### src/logic/adcrr_map.vh
`ifndef ADCRR_MAP_VH
`define ADCRR_MAP_VH
// =====================================================
// Register indices (byte address is four times these)
`define ADCRR_IDX_CH5_LO    8'haa
`define ADCRR_IDX_CH5_HI    8'hab
`define ADCRR_IDX_CH6_LO    8'hac
`define ADCRR_IDX_CH6_HI    8'had
`define ADCRR_IDX_CH7_LO    8'hae
`define ADCRR_IDX_CH7_HI    8'haf
`define ADCRR_IDX_ROOT_MEAN_SQUARE_CONFIG   8'hc0
`define ADCRR_IDX_RMS_LO    8'hc1
`define ADCRR_IDX_RMS_HI    8'hc2
`define ADCRR_IDX_TRIG0     8'hc3
`define ADCRR_IDX_TRIG1     8'hc5
// =====================================================
// Reset values and field positions
`define ADCRR_RST_CFG       8'h00
`define ADCRR_RST_TRIG      8'h02
`define ADCRR_CFG_WMASK     8'hf7
`define ADCRR_CFG_CHID_HI   7
`define ADCRR_CFG_CHID_LO   4
`define ADCRR_CFG_DCSUB     2
`define ADCRR_CFG_SMP_HI    1
`define ADCRR_CFG_SMP_LO    0
// =====================================================
// RMS window and bus response codes
`define ADCRR_SMP_BASE      17'h00400
`define ADCRR_SMP_EXTRA     17'h00028
`define ADCRR_RESP_OKAY     2'h0
`define ADCRR_RESP_SLVERR   2'h2
`endif

### src/logic/adcrr_regs.v
// The AXI4-Lite register port is this design's own decision.
`timescale 1ns/1ps
`include "adcrr_map.vh"
module adcrr_regs #(
  parameter RES_W = 12
) (
  // Clock, reset, enable
  input  wire               sys_clk,
  input  wire               srst,
  input  wire               clk_en,
  // AXI4-Lite write address
  input  wire [11:0]        s_axi_awaddr,
  input  wire               s_axi_awvalid,
  output wire               s_axi_awready,
  // AXI4-Lite write data
  input  wire [31:0]        s_axi_wdata,
  input  wire [3:0]         s_axi_wstrb,
  input  wire               s_axi_wvalid,
  output wire               s_axi_wready,
  // AXI4-Lite write response
  output reg  [1:0]         s_axi_bresp,
  output reg                s_axi_bvalid,
  input  wire               s_axi_bready,
  // AXI4-Lite read address
  input  wire [11:0]        s_axi_araddr,
  input  wire               s_axi_arvalid,
  output wire               s_axi_arready,
  // AXI4-Lite read data
  output reg  [31:0]        s_axi_rdata,
  output reg  [1:0]         s_axi_rresp,
  output reg                s_axi_rvalid,
  input  wire               s_axi_rready,
  // Conversion results, one strobe per channel 5..7
  input  wire [3*RES_W-1:0] conv_result,
  input  wire [2:0]         conv_valid,
  // RMS engine
  input  wire [15:0]        rms_value,
  input  wire               rms_sample,
  output wire [3:0]         rms_channel_select,
  output wire               rms_dc_removal,
  output wire [1:0]         rms_sample_count,
  output reg                rms_done,
  // Alert flags and output triggers
  input  wire [7:0]         alert_flags,
  output reg                digital_output_zero_trig,
  output reg                digital_output_one_trig
);

  // ===================================================
  // Registers
  reg  [7:0]  root_mean_square_config_ff;
  reg  [7:0]  trig0_ff;
  reg  [7:0]  trig1_ff;
  reg  [15:0] rms_res_ff;
  reg  [15:0] last_res_ff [0:2];
  reg  [16:0] smp_cnt_ff;
  reg  [11:0] aw_addr_ff;
  reg         aw_have_ff;
  reg  [31:0] w_data_ff;
  reg  [3:0]  w_strb_ff;
  reg         w_have_ff;
  reg  [7:0]  nxt_rdata;
  reg         nxt_rhit;
  wire [16:0] smp_target;
  wire        wr_fire;
  wire [7:0]  wr_byte;
  integer     i;
  // Channels 5..7 held in this slice
  localparam  NUM_CH = 3;
  // Next values, one per register that the bus, RMS window or trigger logic moves
  reg  [7:0]  nxt_root_mean_square_config;
  reg  [7:0]  nxt_trig0;
  reg  [7:0]  nxt_trig1;
  reg  [1:0]  nxt_bresp;
  reg  [1:0]  nxt_rresp;
  reg  [16:0] nxt_smp_cnt;
  reg  [15:0] nxt_rms_res;
  reg         nxt_rms_done;
  reg         nxt_trig_zero;
  reg         nxt_trig_one;
  reg  [7:0]  alert_prev_ff;
  // Handshake strobes, write lane, window end and alert rise
  wire        aw_take;
  wire        w_take;
  wire        b_take;
  wire        ar_take;
  wire        r_take;
  wire        wr_lane0;
  wire        smp_last;
  wire [7:0]  alert_rise;

  // ===================================================
  // Helpers
  function [7:0] word_idx;
    input [11:0] addr;
    begin
      word_idx = addr[9:2];
    end
  endfunction

  function [16:0] smp_total;
    input [1:0] code;
    begin
      // 1024 shifted left by two per code step
      smp_total = (`ADCRR_SMP_BASE << {code, 1'b0}) + `ADCRR_SMP_EXTRA;
    end
  endfunction

  assign rms_channel_select = root_mean_square_config_ff[`ADCRR_CFG_CHID_HI:`ADCRR_CFG_CHID_LO];
  assign rms_dc_removal     = root_mean_square_config_ff[`ADCRR_CFG_DCSUB];
  assign rms_sample_count   = root_mean_square_config_ff[`ADCRR_CFG_SMP_HI:`ADCRR_CFG_SMP_LO];
  assign smp_target         = smp_total(rms_sample_count);

  // ===================================================
  // Write channel: address and data taken in either order
  // Ready is gated by the clock enable: while the block is
  // frozen nothing could be stored, so nothing is accepted.
  assign s_axi_awready = clk_en & ~aw_have_ff & ~s_axi_bvalid;
  assign s_axi_wready  = clk_en & ~w_have_ff & ~s_axi_bvalid;
  assign aw_take       = s_axi_awvalid & s_axi_awready;
  assign w_take        = s_axi_wvalid & s_axi_wready;
  assign b_take        = s_axi_bvalid & s_axi_bready;
  assign wr_fire       = aw_have_ff & w_have_ff & ~s_axi_bvalid;
  assign wr_byte       = w_data_ff[7:0];
  assign wr_lane0      = w_strb_ff[0];

  // Address and data holding; a take and a fire never meet,
  // since a holder that is full refuses the next item
  always @(posedge sys_clk) begin
    if (srst) begin
      aw_have_ff <= 1'b0;
      w_have_ff  <= 1'b0;
      aw_addr_ff <= 12'h000;
      w_data_ff  <= 32'h00000000;
      w_strb_ff  <= 4'h0;
    end else if (clk_en) begin
      if (aw_take) begin
        aw_have_ff <= 1'b1;
        aw_addr_ff <= s_axi_awaddr;
      end else if (wr_fire) begin
        aw_have_ff <= 1'b0;
      end
      if (w_take) begin
        w_have_ff <= 1'b1;
        w_data_ff <= s_axi_wdata;
        w_strb_ff <= s_axi_wstrb;
      end else if (wr_fire) begin
        w_have_ff <= 1'b0;
      end
    end
  end

  // Write decode: next value of every writable register
  always @* begin
    nxt_root_mean_square_config = root_mean_square_config_ff;
    nxt_trig0   = trig0_ff;
    nxt_trig1   = trig1_ff;
    nxt_bresp   = `ADCRR_RESP_OKAY;
    case (word_idx(aw_addr_ff))
      `ADCRR_IDX_ROOT_MEAN_SQUARE_CONFIG: begin
        // Reserved bit is masked off so it never stores
        if (wr_lane0)
          nxt_root_mean_square_config = wr_byte & `ADCRR_CFG_WMASK;
      end
      `ADCRR_IDX_TRIG0: begin
        if (wr_lane0)
          nxt_trig0 = wr_byte;
      end
      `ADCRR_IDX_TRIG1: begin
        if (wr_lane0)
          nxt_trig1 = wr_byte;
      end
      `ADCRR_IDX_CH5_LO, `ADCRR_IDX_CH5_HI, `ADCRR_IDX_CH6_LO,
      `ADCRR_IDX_CH6_HI, `ADCRR_IDX_CH7_LO, `ADCRR_IDX_CH7_HI,
      `ADCRR_IDX_RMS_LO, `ADCRR_IDX_RMS_HI: begin
        // Read-only: write is dropped, answered OKAY
        nxt_bresp = `ADCRR_RESP_OKAY;
      end
      default: begin
        nxt_bresp = `ADCRR_RESP_SLVERR;
      end
    endcase
  end

  // Register storage and write response
  always @(posedge sys_clk) begin
    if (srst) begin
      s_axi_bvalid <= 1'b0;
      s_axi_bresp  <= `ADCRR_RESP_OKAY;
      root_mean_square_config_ff   <= `ADCRR_RST_CFG;
      trig0_ff     <= `ADCRR_RST_TRIG;
      trig1_ff     <= `ADCRR_RST_TRIG;
    end else if (clk_en) begin
      if (wr_fire) begin
        s_axi_bvalid <= 1'b1;
        s_axi_bresp  <= nxt_bresp;
        root_mean_square_config_ff   <= nxt_root_mean_square_config;
        trig0_ff     <= nxt_trig0;
        trig1_ff     <= nxt_trig1;
      end else if (b_take) begin
        s_axi_bvalid <= 1'b0;
      end
    end
  end

  // ===================================================
  // Read decode
  always @* begin
    nxt_rdata = 8'h00;
    nxt_rhit  = 1'b1;
    case (word_idx(s_axi_araddr))
      `ADCRR_IDX_CH5_LO:  nxt_rdata = last_res_ff[0][7:0];
      `ADCRR_IDX_CH5_HI:  nxt_rdata = last_res_ff[0][15:8];
      `ADCRR_IDX_CH6_LO:  nxt_rdata = last_res_ff[1][7:0];
      `ADCRR_IDX_CH6_HI:  nxt_rdata = last_res_ff[1][15:8];
      `ADCRR_IDX_CH7_LO:  nxt_rdata = last_res_ff[2][7:0];
      `ADCRR_IDX_CH7_HI:  nxt_rdata = last_res_ff[2][15:8];
      `ADCRR_IDX_ROOT_MEAN_SQUARE_CONFIG: nxt_rdata = root_mean_square_config_ff & `ADCRR_CFG_WMASK;
      `ADCRR_IDX_RMS_LO:  nxt_rdata = rms_res_ff[7:0];
      `ADCRR_IDX_RMS_HI:  nxt_rdata = rms_res_ff[15:8];
      `ADCRR_IDX_TRIG0:   nxt_rdata = trig0_ff;
      `ADCRR_IDX_TRIG1:   nxt_rdata = trig1_ff;
      default:            nxt_rhit  = 1'b0;
    endcase
  end

  // ===================================================
  // Read response: data is registered when the address is
  // taken, so rdata stands unchanged until rready is seen
  assign s_axi_arready = clk_en & ~s_axi_rvalid;
  assign ar_take       = s_axi_arvalid & s_axi_arready;
  assign r_take        = s_axi_rvalid & s_axi_rready;

  always @* begin
    if (nxt_rhit)
      nxt_rresp = `ADCRR_RESP_OKAY;
    else
      nxt_rresp = `ADCRR_RESP_SLVERR;
  end

  always @(posedge sys_clk) begin
    if (srst) begin
      s_axi_rvalid <= 1'b0;
      s_axi_rdata  <= 32'h00000000;
      s_axi_rresp  <= `ADCRR_RESP_OKAY;
    end else if (clk_en) begin
      if (ar_take) begin
        s_axi_rvalid <= 1'b1;
        s_axi_rdata  <= {24'h000000, nxt_rdata};
        s_axi_rresp  <= nxt_rresp;
      end else if (r_take) begin
        s_axi_rvalid <= 1'b0;
      end
    end
  end

  // ===================================================
  // Latest conversion per channel, held MSB aligned so the
  // high byte is the first eight bits and the low byte the rest
  always @(posedge sys_clk) begin
    if (srst) begin
      for (i = 0; i < NUM_CH; i = i + 1)
        last_res_ff[i] <= 16'h0000;
    end else if (clk_en) begin
      for (i = 0; i < NUM_CH; i = i + 1)
        if (conv_valid[i])
          last_res_ff[i] <= {conv_result[i*RES_W +: RES_W],
                             {(16-RES_W){1'b0}}};
    end
  end

  // ===================================================
  // RMS window: count samples, latch the whole word at the end.
  // A config change does not restart the count; software that
  // changes the window mid-run sees one odd-length window.
  assign smp_last = (smp_cnt_ff + 17'h00001) >= smp_target;

  always @* begin
    nxt_smp_cnt  = smp_cnt_ff;
    nxt_rms_res  = rms_res_ff;
    nxt_rms_done = 1'b0;
    if (rms_sample) begin
      if (smp_last) begin
        nxt_smp_cnt  = 17'h00000;
        nxt_rms_res  = rms_value;
        nxt_rms_done = 1'b1;
      end else begin
        nxt_smp_cnt  = smp_cnt_ff + 17'h00001;
      end
    end
  end

  always @(posedge sys_clk) begin
    if (srst) begin
      smp_cnt_ff <= 17'h00000;
      rms_res_ff <= 16'h0000;
      rms_done   <= 1'b0;
    end else if (clk_en) begin
      smp_cnt_ff <= nxt_smp_cnt;
      rms_res_ff <= nxt_rms_res;
      rms_done   <= nxt_rms_done;
    end
  end

  // ===================================================
  // Event triggers: one-cycle pulse when any enabled alert rises.
  // The previous flags reset to the idle level, so a flag held
  // high through reset shows as a rise once reset ends.
  assign alert_rise = alert_flags & ~alert_prev_ff;

  always @* begin
    nxt_trig_zero = |(alert_rise & trig0_ff);
    nxt_trig_one  = |(alert_rise & trig1_ff);
  end

  always @(posedge sys_clk) begin
    if (srst) begin
      alert_prev_ff            <= 8'h00;
      digital_output_zero_trig <= 1'b0;
      digital_output_one_trig  <= 1'b0;
    end else if (clk_en) begin
      alert_prev_ff            <= alert_flags;
      digital_output_zero_trig <= nxt_trig_zero;
      digital_output_one_trig  <= nxt_trig_one;
    end
  end

endmodule

### config.mk
export PLATFORM = sky130hd
export DESIGN_NAME = adcrr_regs
export DESIGN_NICKNAME = d
export VERILOG_FILES = /design/src/logic/adcrr_regs.v
export VERILOG_INCLUDE_DIRS = /design/src /design/src/logic
export SDC_FILE = /design/constraint.sdc
export NUM_CORES = 1
export LEC_CHECK = 0
export BUFFER_PORTS_ARGS = -buffer_cell sky130_fd_sc_hd__buf_4
export CAP_MARGIN = 0
export CELL_PAD_IN_SITES_DETAIL_PLACEMENT = 1
export CELL_PAD_IN_SITES_GLOBAL_PLACEMENT = 1
export CORE_MARGIN = 5
export CORE_UTILIZATION = 35
export CTS_CLUSTER_DIAMETER = 200
export CTS_CLUSTER_SIZE = 16
export DETAILED_ROUTE_END_ITERATION = 8
export PLACE_DENSITY_LB_ADDON = 0.1
export RECOVER_POWER = 25
export SLEW_MARGIN = 20
export SYNTH_ARGS = -nofsm -noshare
export SYNTH_HDL_FRONTEND = slang
export SYNTH_SLANG_ARGS = --single-unit
### constraint.sdc
create_clock -name sys_clk -period 3.4 [get_ports sys_clk]
set_input_delay 0.51 -clock sys_clk [delete_from_list [all_inputs] [get_ports sys_clk]]
set_output_delay 0.51 -clock sys_clk [all_outputs]
set_load 0.005 [all_outputs]
* After elaboration in Yosys (flattened, before gate mapping)
Memory sizes are Yosys's and may differ from the RTL's.
Cells that the tools add are included.
** Word-level totals
- Memories kept :: 1
- RAM bits :: 36
- Output and inout bits :: 51
- Flip-flop bits (word level) :: 102
** Operators by class
- Shifts and indexed selects :: 1
- Reductions and logical operators :: 21
- Equality and inequality tests :: 22
- Mux-type cells :: 31
- $lt $le $gt $ge :: 1
- Bitwise logic cells :: 23
- Add/sub/neg operators :: 2
** Memories
- last_res_ff :: words 3, width 12, rd ports 3, clocked after memory_dff 0, wr ports 3, line adcrr_regs.v:55 : reg [15:0] last_res_ff [0:2];
** Operators with widths (count)
- $eq A8 B8 Y1 const B :: 22
- $pmux W8 S11 :: 1
- $mux W12 :: 3
- $and A8 B8 Y8 :: 3
- $mux W1 :: 24
- $reduce_or A11 Y1 :: 2
- $reduce_and A2 Y1 :: 9
- $add A17 B1 Y17 const B :: 1
- $add A17 B6 Y17 const B :: 1
- $ge A17 B17 Y1 :: 1
- $mux W17 :: 1
- $shl A11 B3 Y17 const A :: 1
- $reduce_or A8 Y1 :: 2
- $and A1 B1 Y1 :: 12
- $reduce_and A4 Y1 :: 3
- $not A8 Y8 :: 1
- $reduce_bool A2 Y1 :: 4
- $mux W2 :: 2
- $not A1 Y1 :: 4
- $or A1 B1 Y1 :: 3
- $reduce_and A3 Y1 :: 1

* Longest topological paths before layout
Gate-level depths: netlist (run 1).
- Depth in word-level cells :: 6
- Gate-level depth with buffers :: 15
- Mapped depth without buffers :: 13

* Worst setup path after synthesis (run 1)
Ideal clock, no wire load.
- Path kind :: register to register
- Start :: reg smp_cnt_ff[0]
- End :: reg rms_res_ff[9]
- Data required time :: 3.272 ns
- Setup slack :: -0.127 ns
- Arrival time :: 3.400 ns
- Clock period less this slack :: 3.527 ns
- Buffers on the path :: 2
- Stages on the path, launching flop included :: 16
- Cell sequence :: dfxtp_1 ha_1 nand4_1 nor3_1 nand3_1 nor2_1 xor2_1 ha_1 nand4_1 mux2_2 a211oi_1 o31ai_2 buf_6 buf_12 mux2i_1 nor2_1
** Between the ends
- Longest elaborated chain between the ends :: 3
** RTL lines
- start, declared :: line adcrr_regs.v:56 : reg [16:0] smp_cnt_ff;
- start signal, assigned :: line adcrr_regs.v:299 : smp_cnt_ff <= nxt_smp_cnt;
- $add A17 B1 Y17 :: line adcrr_regs.v:276 : assign smp_last = (smp_cnt_ff + 17'h00001) >= smp_target;
- $ge A17 B17 Y1 :: line adcrr_regs.v:276
- $reduce_and A3 Y1 (no line)
- end signal, assigned :: line adcrr_regs.v:300 : rms_res_ff <= nxt_rms_res;
- end, declared :: line adcrr_regs.v:54 : reg [15:0] rms_res_ff;
Every way passes these cells.
A chain may end at the register's enable or synchronous reset.

* Worst setup path in the final report (run 1)
- Start :: reg smp_cnt_ff[1]
- End :: reg rms_res_ff[4]
The elaborated chain is that of the path after synthesis.

==> results of run 1 <==
[layer usage]
layer  global-route usage  vias to the layer above
li1                     -                     2751
met1                0.222                     2700
met2                0.321                      132
met3               0.0419                       24
met4               0.0527                        0
met5                    0                        -
[critical path: stages (launching register included)]
cell     delay, ns
dfxtp_2       0.35
ha_4          0.13
nand4_1       0.17
nor3_2        0.31
nand3_2       0.15
nor2_2        0.17
xor2_2        0.23
ha_4          0.25
o31ai_2       0.06
a31oi_1       0.08
a221o_1       0.40
o31ai_4       0.26
buf_6         0.16
buf_12        0.14
mux2i_2       0.21
nor2_1        0.06
[cell usage after synthesis, types with 4 or more instances]
| master | n | area share |
|---|---|---|
| a21o_1 | 4 | 0.0046 |
| a21oi_1 | 47 | 0.036 |
| a221oi_1 | 6 | 0.0080 |
| a222oi_1 | 7 | 0.011 |
| a22oi_1 | 12 | 0.014 |
| a31oi_1 | 10 | 0.0095 |
| a32oi_1 | 4 | 0.0053 |
| and2_1 | 43 | 0.041 |
| and3_1 | 10 | 0.0095 |
| buf_4 | 29 | 0.033 |
| clkbuf_1 | 33 | 0.019 |
| dfxtp_1 | 98 | 0.30 |
| edfxtp_1 | 36 | 0.16 |
| ha_1 | 6 | 0.011 |
| inv_1 | 6 | 0.0034 |
| mux2i_1 | 53 | 0.081 |
| nand2_1 | 93 | 0.053 |
| nand2b_1 | 8 | 0.0076 |
| nand3_1 | 20 | 0.015 |
| nand4_1 | 6 | 0.0057 |
| nor2_1 | 74 | 0.042 |
| nor2b_1 | 12 | 0.011 |
| nor3_1 | 12 | 0.0091 |
| nor4_1 | 9 | 0.0086 |
| o21ai_0 | 15 | 0.011 |
| xnor2_1 | 4 | 0.0053 |
[where the power goes]
part / internal [W] / switching, W / leakage (nW)
clock: 0.00116 / 0.000723 / 0.290
combinational: 0.000125 / 0.000141 / 2.13
sequential: 0.00170 / 0.0000313 / 1.16
total: 0.00299 / 0.000896 / 3.58
[timing repair]
| item | CTS | global route |
|---|---|---|
| setup buffers | 4 | 7 |
| gates cloned | 0 | 1 |
| setup endpoints to repair | 33 | 33 |
| pin swaps | 3 | 13 |
| gates resized for setup | 0 | 21 |
[per-stage QoR]
| stage | hold slack, ns | utilization |
|---|---|---|
| 6_report | 0.331 | 0.455 |
| 5_1_grt | 0.325 | 0.455 |
| 4_1_cts | 0.317 | 0.446 |
| 3_5_place_dp | 0.455 | 0.412 |
| 3_3_place_gp | 0.443 | 0.412 |
| 2_1_floorplan | 0.432 | - |
[path summary, 6_finish.rpt]
| kind | startpoint | end | slack [ns] | cells after the start |
|---|---|---|---|---|
| min | rms_value[0] | rms_res_ff[0]$_SDFFE_PP0P_ | 0.33 | 3 |
| max reg2reg | smp_cnt_ff[1]$_SDFFE_PP0P_ | rms_res_ff[4]$_SDFFE_PP0P_ | 0.09 | 15 |
| min reg2reg | aw_addr_ff[9]$_SDFFE_PP0P_ | aw_addr_ff[9]$_SDFFE_PP0P_ | 0.46 | 2 |
| max | smp_cnt_ff[1]$_SDFFE_PP0P_ | rms_res_ff[4]$_SDFFE_PP0P_ | 0.09 | 15 |
[state kept, by name, summed over array words and instances (netlist names), 7 cells and up]
signal and flops:
smp_cnt_ff 17, root_mean_square_config_ff 7, rms_res_ff 16, aw_addr_ff 8, trig0_ff 8, s_axi_rdata 8
last_res_ff 36, w_data_ff 8, alert_prev_ff 8, trig1_ff 8
[cell type report]
| type | instances | area (µm²) |
|---|---|---|
| Fill cell | 2153 | 10100 |
| Multi-Input combinational cell | 530 | 3280 |
| Sequential cell | 134 | 3050 |
| Timing Repair Buffer | 156 | 1200 |
| Clock buffer | 19 | 433 |
| Tap cell | 234 | 293 |
| Clock inverter | 13 | 170 |
| Inverter | 6 | 22.5 |
[kinds of logic after synthesis]
| group | Yosys count |
|---|---|
| xor+xnor | 7 |
| buf+inv | 79 |
| flops | 134 |
| simple gates | 309 |
| fa+ha+maj | 6 |
| compound gates | 128 |
| mux | 54 |
| other cells | 1 |
==> results.yml, run 1 <==
placed_design:
  postPlaceCellArea_um2: 7650
  place_inst: 1048
  hpwl_mm: 14.7
  place_congestion: 0.820
  post-place-ws_ns: -0.225
  port_buffers: 121
clock_network:
  cts_root_buffer: "clkbuf_16"
  cts_buffer_depth: 2
  numCtsBuffers: 17
  cts_tree: "yes"
  clock_sinks: 134
  clk_latency_ns: 0.42
  postCtsHoldBufs: 0
  cts_max_level: 4
  clk_pin_slew_worst_paths_ns: 0.06
setup_path:
  required_ns: 3.67
  cp.arrival_ns: 3.58
  path_class: "flip-flop to flip-flop"
  crit_fanout: 8
  cp-end-kind: "flip-flop"
  cp-start-kind: "flip-flop"
worst_hold_path:
  hp-class: "input port to flip-flop"
die:
  coreArea_um2: 18600
  start_util: 0.353
  num_rows: 50
  die_area_um2: 21600
  die_h_um: 147
  die_w_um: 147
  top_level_ports: 183
route:
  first_pass_iters: 5
  met2WireLength_mm: 10.0
  vias: 5607
  highest_layer: "met4"
  initialDrtViolationCount: 272
  drc_errors: 0
  wl_per_cell_um: 18.2
  wl_mm: 19.9
  wl_met1_mm: 8.68
  wl_met3_um: 821
  routed_via_density: 5.13
  final_antenna_net_count: 0
yosys:
  synth_xor_area_frac: 0.00934
  yosysSeqAreaShare: 0.463
  avgSynthCellArea_um2: 9.15
  synth_area_um2: 6570
  ys_ff_latch: 134
  synth_top_family_by_area: "simple AND/OR/NAND/NOR gates"
  synthArstFlopShare: 0
  synth_edf_count: 36
  yosysUniqueCellTypes: 64
  yosys_warnings: 0
  muxShareOfSynthArea: 0.0825
  synthSimpleGateAreaFrac: 0.237
  yosys.area_share.adder: 0.0114
  synth_compound_area_frac: 0.129
  synth_flop_cell: "dfxtp_1"
  netlist_instances: 718
global_routing:
  grt_pass1_wl_mm: 31.5
  globalRouteOverflowTotal: 0
  grt_antenna_before_repair: 0
  grt_max_degree: 86
  grt_usage: 0.182
  grt_pass1_vias: 5929
sta:
  hold_viol: 0
  slew_violations: 0
  fin_crit_sh: 0.974
  setup_viol: 0
  rsz0062_at_grt: "yes"
  fin_skew_ns: 0.00778
  tightestPinTransition_ns: 1.35
  timing.final.crit_period_ns: 3.31
  fmax_ghz: 0.302
  final.setup.tns_ns: 0
  maxSlewHeadroom: 0.103
  setup_slack_ns: 0.0868
power_and_ir_drop:
  p_leak_nw: 3.58
  powerDensity_nw_per_um2: 460
  total_power_w: 0.00389
  vdd_ir_drop_max_uv: 276
flow_run:
  drv_cap: 0
cells_and_area:
  layout_commonest_cell: "buf_4"
  num_antenna_cells: 0
  layout.nets: 983
  final_cell_mix: "buf_4, dfxtp_1, nand2_1"
  fin_area_um2: 8450
  fin_cells: 1092
  areaGrowthSynthToFinish_pct: 28.6
  drive_gt1_frac: 0.241
status:
  status: "finished clean"
(Power assumes the default switching activity.)
==> run 2: changes to the inputs <==
--- a/config.mk
+++ b/config.mk
@@ -7,11 +7,12 @@
 export NUM_CORES = 1
 export LEC_CHECK = 0
 export BUFFER_PORTS_ARGS = -buffer_cell sky130_fd_sc_hd__buf_4
-export CAP_MARGIN = 0
+export CAP_MARGIN = 30
 export CELL_PAD_IN_SITES_DETAIL_PLACEMENT = 1
 export CELL_PAD_IN_SITES_GLOBAL_PLACEMENT = 1
 export CORE_MARGIN = 5
 export CORE_UTILIZATION = 35
+export CTS_BUF_LIST = sky130_fd_sc_hd__clkbuf_16
 export CTS_CLUSTER_DIAMETER = 200
 export CTS_CLUSTER_SIZE = 16
 export DETAILED_ROUTE_END_ITERATION = 8
==> run 2 against run 1 <==
  * Register-to-register slack is essentially flat
  * Non-clock buffer count stayed put
  * Sequential cell count unchanged
  * Worst setup slack about the same
  * Critical endpoint unchanged
  * Largest cell class unchanged
  * Largest power group unchanged
==> results.yml, run 2 (synthesized netlist as in run 1, its figures left out) <==
status:
  status: "finished clean"
cells_and_area:
  areaGrowthSynthToFinish_pct: 28.6
  num_antenna_cells: 0
  layout.nets: 983
  top_register: "last_res_ff"
  drive_gt1_frac: 0.241
  largest_register_ffs: 36
  layout_commonest_cell: "buf_4"
  reg_top3: "last_res_ff: 36 flops, smp_cnt_ff: 17 flops, rms_res_ff: 16 flops"
  final_cell_mix: "buf_4, dfxtp_1, nand2_1"
global_routing:
  grt_antenna_before_repair: 0
  grt_max_degree: 86
  grt_pass1_vias: 5929
  globalRouteOverflowTotal: 0
  grt_usage: 0.182
  grt_pass1_wl_mm: 31.5
clock_network:
  postCtsHoldBufs: 0
  clk_latency_ns: 0.42
  cts_root_buffer: "clkbuf_16"
  cts_max_level: 4
  numCtsBuffers: 17
  clock_sinks: 134
  cts_tree: "yes"
  cts_buffer_depth: 2
  clk_pin_slew_worst_paths_ns: 0.06
sta:
  setup_slack_ns: 0.0867
  timing.final.crit_period_ns: 3.31
  tightestPinTransition_ns: 1.35
  fmax_ghz: 0.302
  rsz0062_at_grt: "yes"
  fin_crit_sh: 0.975
  fin_skew_ns: 0.00778
  slew_violations: 0
  maxSlewHeadroom: 0.103
  hold_viol: 0
  setup_viol: 0
die:
  top_level_ports: 183
  num_rows: 50
  die_h_um: 147
  coreArea_um2: 18600
  die_area_um2: 21600
  start_util: 0.353
  die_w_um: 147
setup_path:
  rrSetupSlack_ns: 0.09
  crit_path_frequent_cell: "ha_4"
  rr_worst_depth: 15
  crit_fanout: 8
  required_ns: 3.67
  path_class: "flip-flop to flip-flop"
  cp-start-kind: "flip-flop"
  worst_r2r_endpoint: "rms_res_ff[4]$_SDFFE_PP0P_"
  crit_chain: "ha_4 -> nand4_1 -> nor3_2 -> nand3_2 -> nor2_2 -> xor2_2 -> ha_4 -> o31ai_2 -> a31oi_1 -> a221o_1 -> o31ai_4 -> buf_6 -> buf_12 -> mux2i_2 -> nor2_1"
  timing.rr.start: "smp_cnt_ff[1]$_SDFFE_PP0P_"
  cp_num_buf_inv: 2
  path_delay_family: "simple AND/OR/NAND/NOR gates"
  cp.arrival_ns: 3.58
  cp-end-kind: "flip-flop"
  cpPeakStageDelay_ns: 0.40
  crit_slowest_cell: "a221o_1"
worst_hold_path:
  min_to: "rms_res_ff[0]$_SDFFE_PP0P_"
  min_from: "rms_value[0]"
  hp-class: "input port to flip-flop"
  min_path_cells: 3
power_and_ir_drop:
  vdd_ir_drop_max_uv: 277
  powerDensity_nw_per_um2: 460
  p_leak_nw: 3.59
  total_power_w: 0.00388
placed_design:
  place_congestion: 0.820
  hpwl_mm: 14.7
  post-place-ws_ns: -0.225
  port_buffers: 121
route:
  vias: 5600
  wl_mm: 19.9
  first_pass_iters: 5
  routed_via_density: 5.13
  initialDrtViolationCount: 272
  wl_met3_um: 778
  met2WireLength_mm: 10.0
  wl_per_cell_um: 18.2
  highest_layer: "met4"
  drc_errors: 0
  wl_met1_mm: 8.73
  final_antenna_net_count: 0
flow_run:
  drv_cap: 0
==> run 2: cell types whose count changed in the layout (fill, tap and decap cells not counted) <==
| cell | delta |
|---|---|
| clkbuf_1 | -2 |
| inv_1 | +2 |
==> run 2: cell type report <==
cell class	instances	area, µm²
Inverter	6	22.5
Timing Repair Buffer	156	1200
Fill cell	2153	10100
Multi-Input combinational cell	530	3280
Tap cell	234	293
Clock buffer	17	425
Clock inverter	15	178
Sequential cell	134	3050
==> run 2: metal layers <==
| layer | vias to the layer above | global-route usage |
|---|---|---|
| met3 | 21 | 0.0419 |
| li1 | 2751 | - |
| met4 | 0 | 0.0527 |
| met2 | 125 | 0.321 |
| met5 | - | 0 |
| met1 | 2703 | 0.222 |
==> run 2: repair_timing <==
action / CTS / global route
gates cloned: 0 / 1
resized for setup: 0 / 21
setup buffers: 4 / 7
pin swaps: 3 / 13
endpoints found under the setup margin: 33 / 33
==> run 2: per-stage QoR <==
| stage | utilization | cells | instance area [µm²] | hold WS, ns | setup TNS [ns] |
|---|---|---|---|---|---|
| floorplan | - | 743 | 6670 | 0.432 | 0 |
| CTS | 0.446 | 1084 | 8290 | 0.317 | 0 |
| finish | 0.455 | 1092 | 8450 | 0.331 | 0 |
| global route | 0.455 | 1092 | 8450 | 0.325 | -3.42 |
| global placement | 0.412 | 1048 | 7650 | 0.443 | -0.374 |
| detailed placement | 0.412 | 1048 | 7650 | 0.455 | -2.61 |
==> run 2: worst max-delay path by stage <==
stage,cells after the start,slack (ns),startpoint,end
after floorplan,15,0.08,smp_cnt_ff[0]$_SDFFE_PP0P_,rms_res_ff[9]$_SDFFE_PP0P_
after global placement,13,-0.07,smp_cnt_ff[0]$_SDFFE_PP0P_,smp_cnt_ff[12]$_SDFFE_PP0P_
after detailed placement,13,-0.22,smp_cnt_ff[1]$_SDFFE_PP0P_,smp_cnt_ff[2]$_SDFFE_PP0P_
after CTS,14,0.05,smp_cnt_ff[1]$_SDFFE_PP0P_,rms_res_ff[7]$_SDFFE_PP0P_
after global routing,15,-0.17,smp_cnt_ff[1]$_SDFFE_PP0P_,rms_res_ff[4]$_SDFFE_PP0P_
final,15,0.09,smp_cnt_ff[1]$_SDFFE_PP0P_,rms_res_ff[4]$_SDFFE_PP0P_
==> run 2: worst register-to-register path, cell delays in order, from the launching register on <==
cell,delay [ns]
dfxtp_2,0.35
ha_4,0.14
nand4_1,0.17
nor3_2,0.31
nand3_2,0.15
nor2_2,0.17
xor2_2,0.24
ha_4,0.25
o31ai_2,0.06
a31oi_1,0.08
a221o_1,0.40
o31ai_4,0.26
buf_6,0.16
buf_12,0.14
mux2i_2,0.22
nor2_1,0.06
==> run 2: where the power goes <==
| part | total [W] | switching [W] | internal [W] | leakage, nW |
|---|---|---|---|---|
| sequential | 0.00173 | 0.0000312 | 0.00170 | 1.16 |
| combinational | 0.000266 | 0.000141 | 0.000125 | 2.13 |
| clock | 0.00188 | 0.000724 | 0.00116 | 0.299 |
| total | 0.00388 | 0.000896 | 0.00299 | 3.59 |
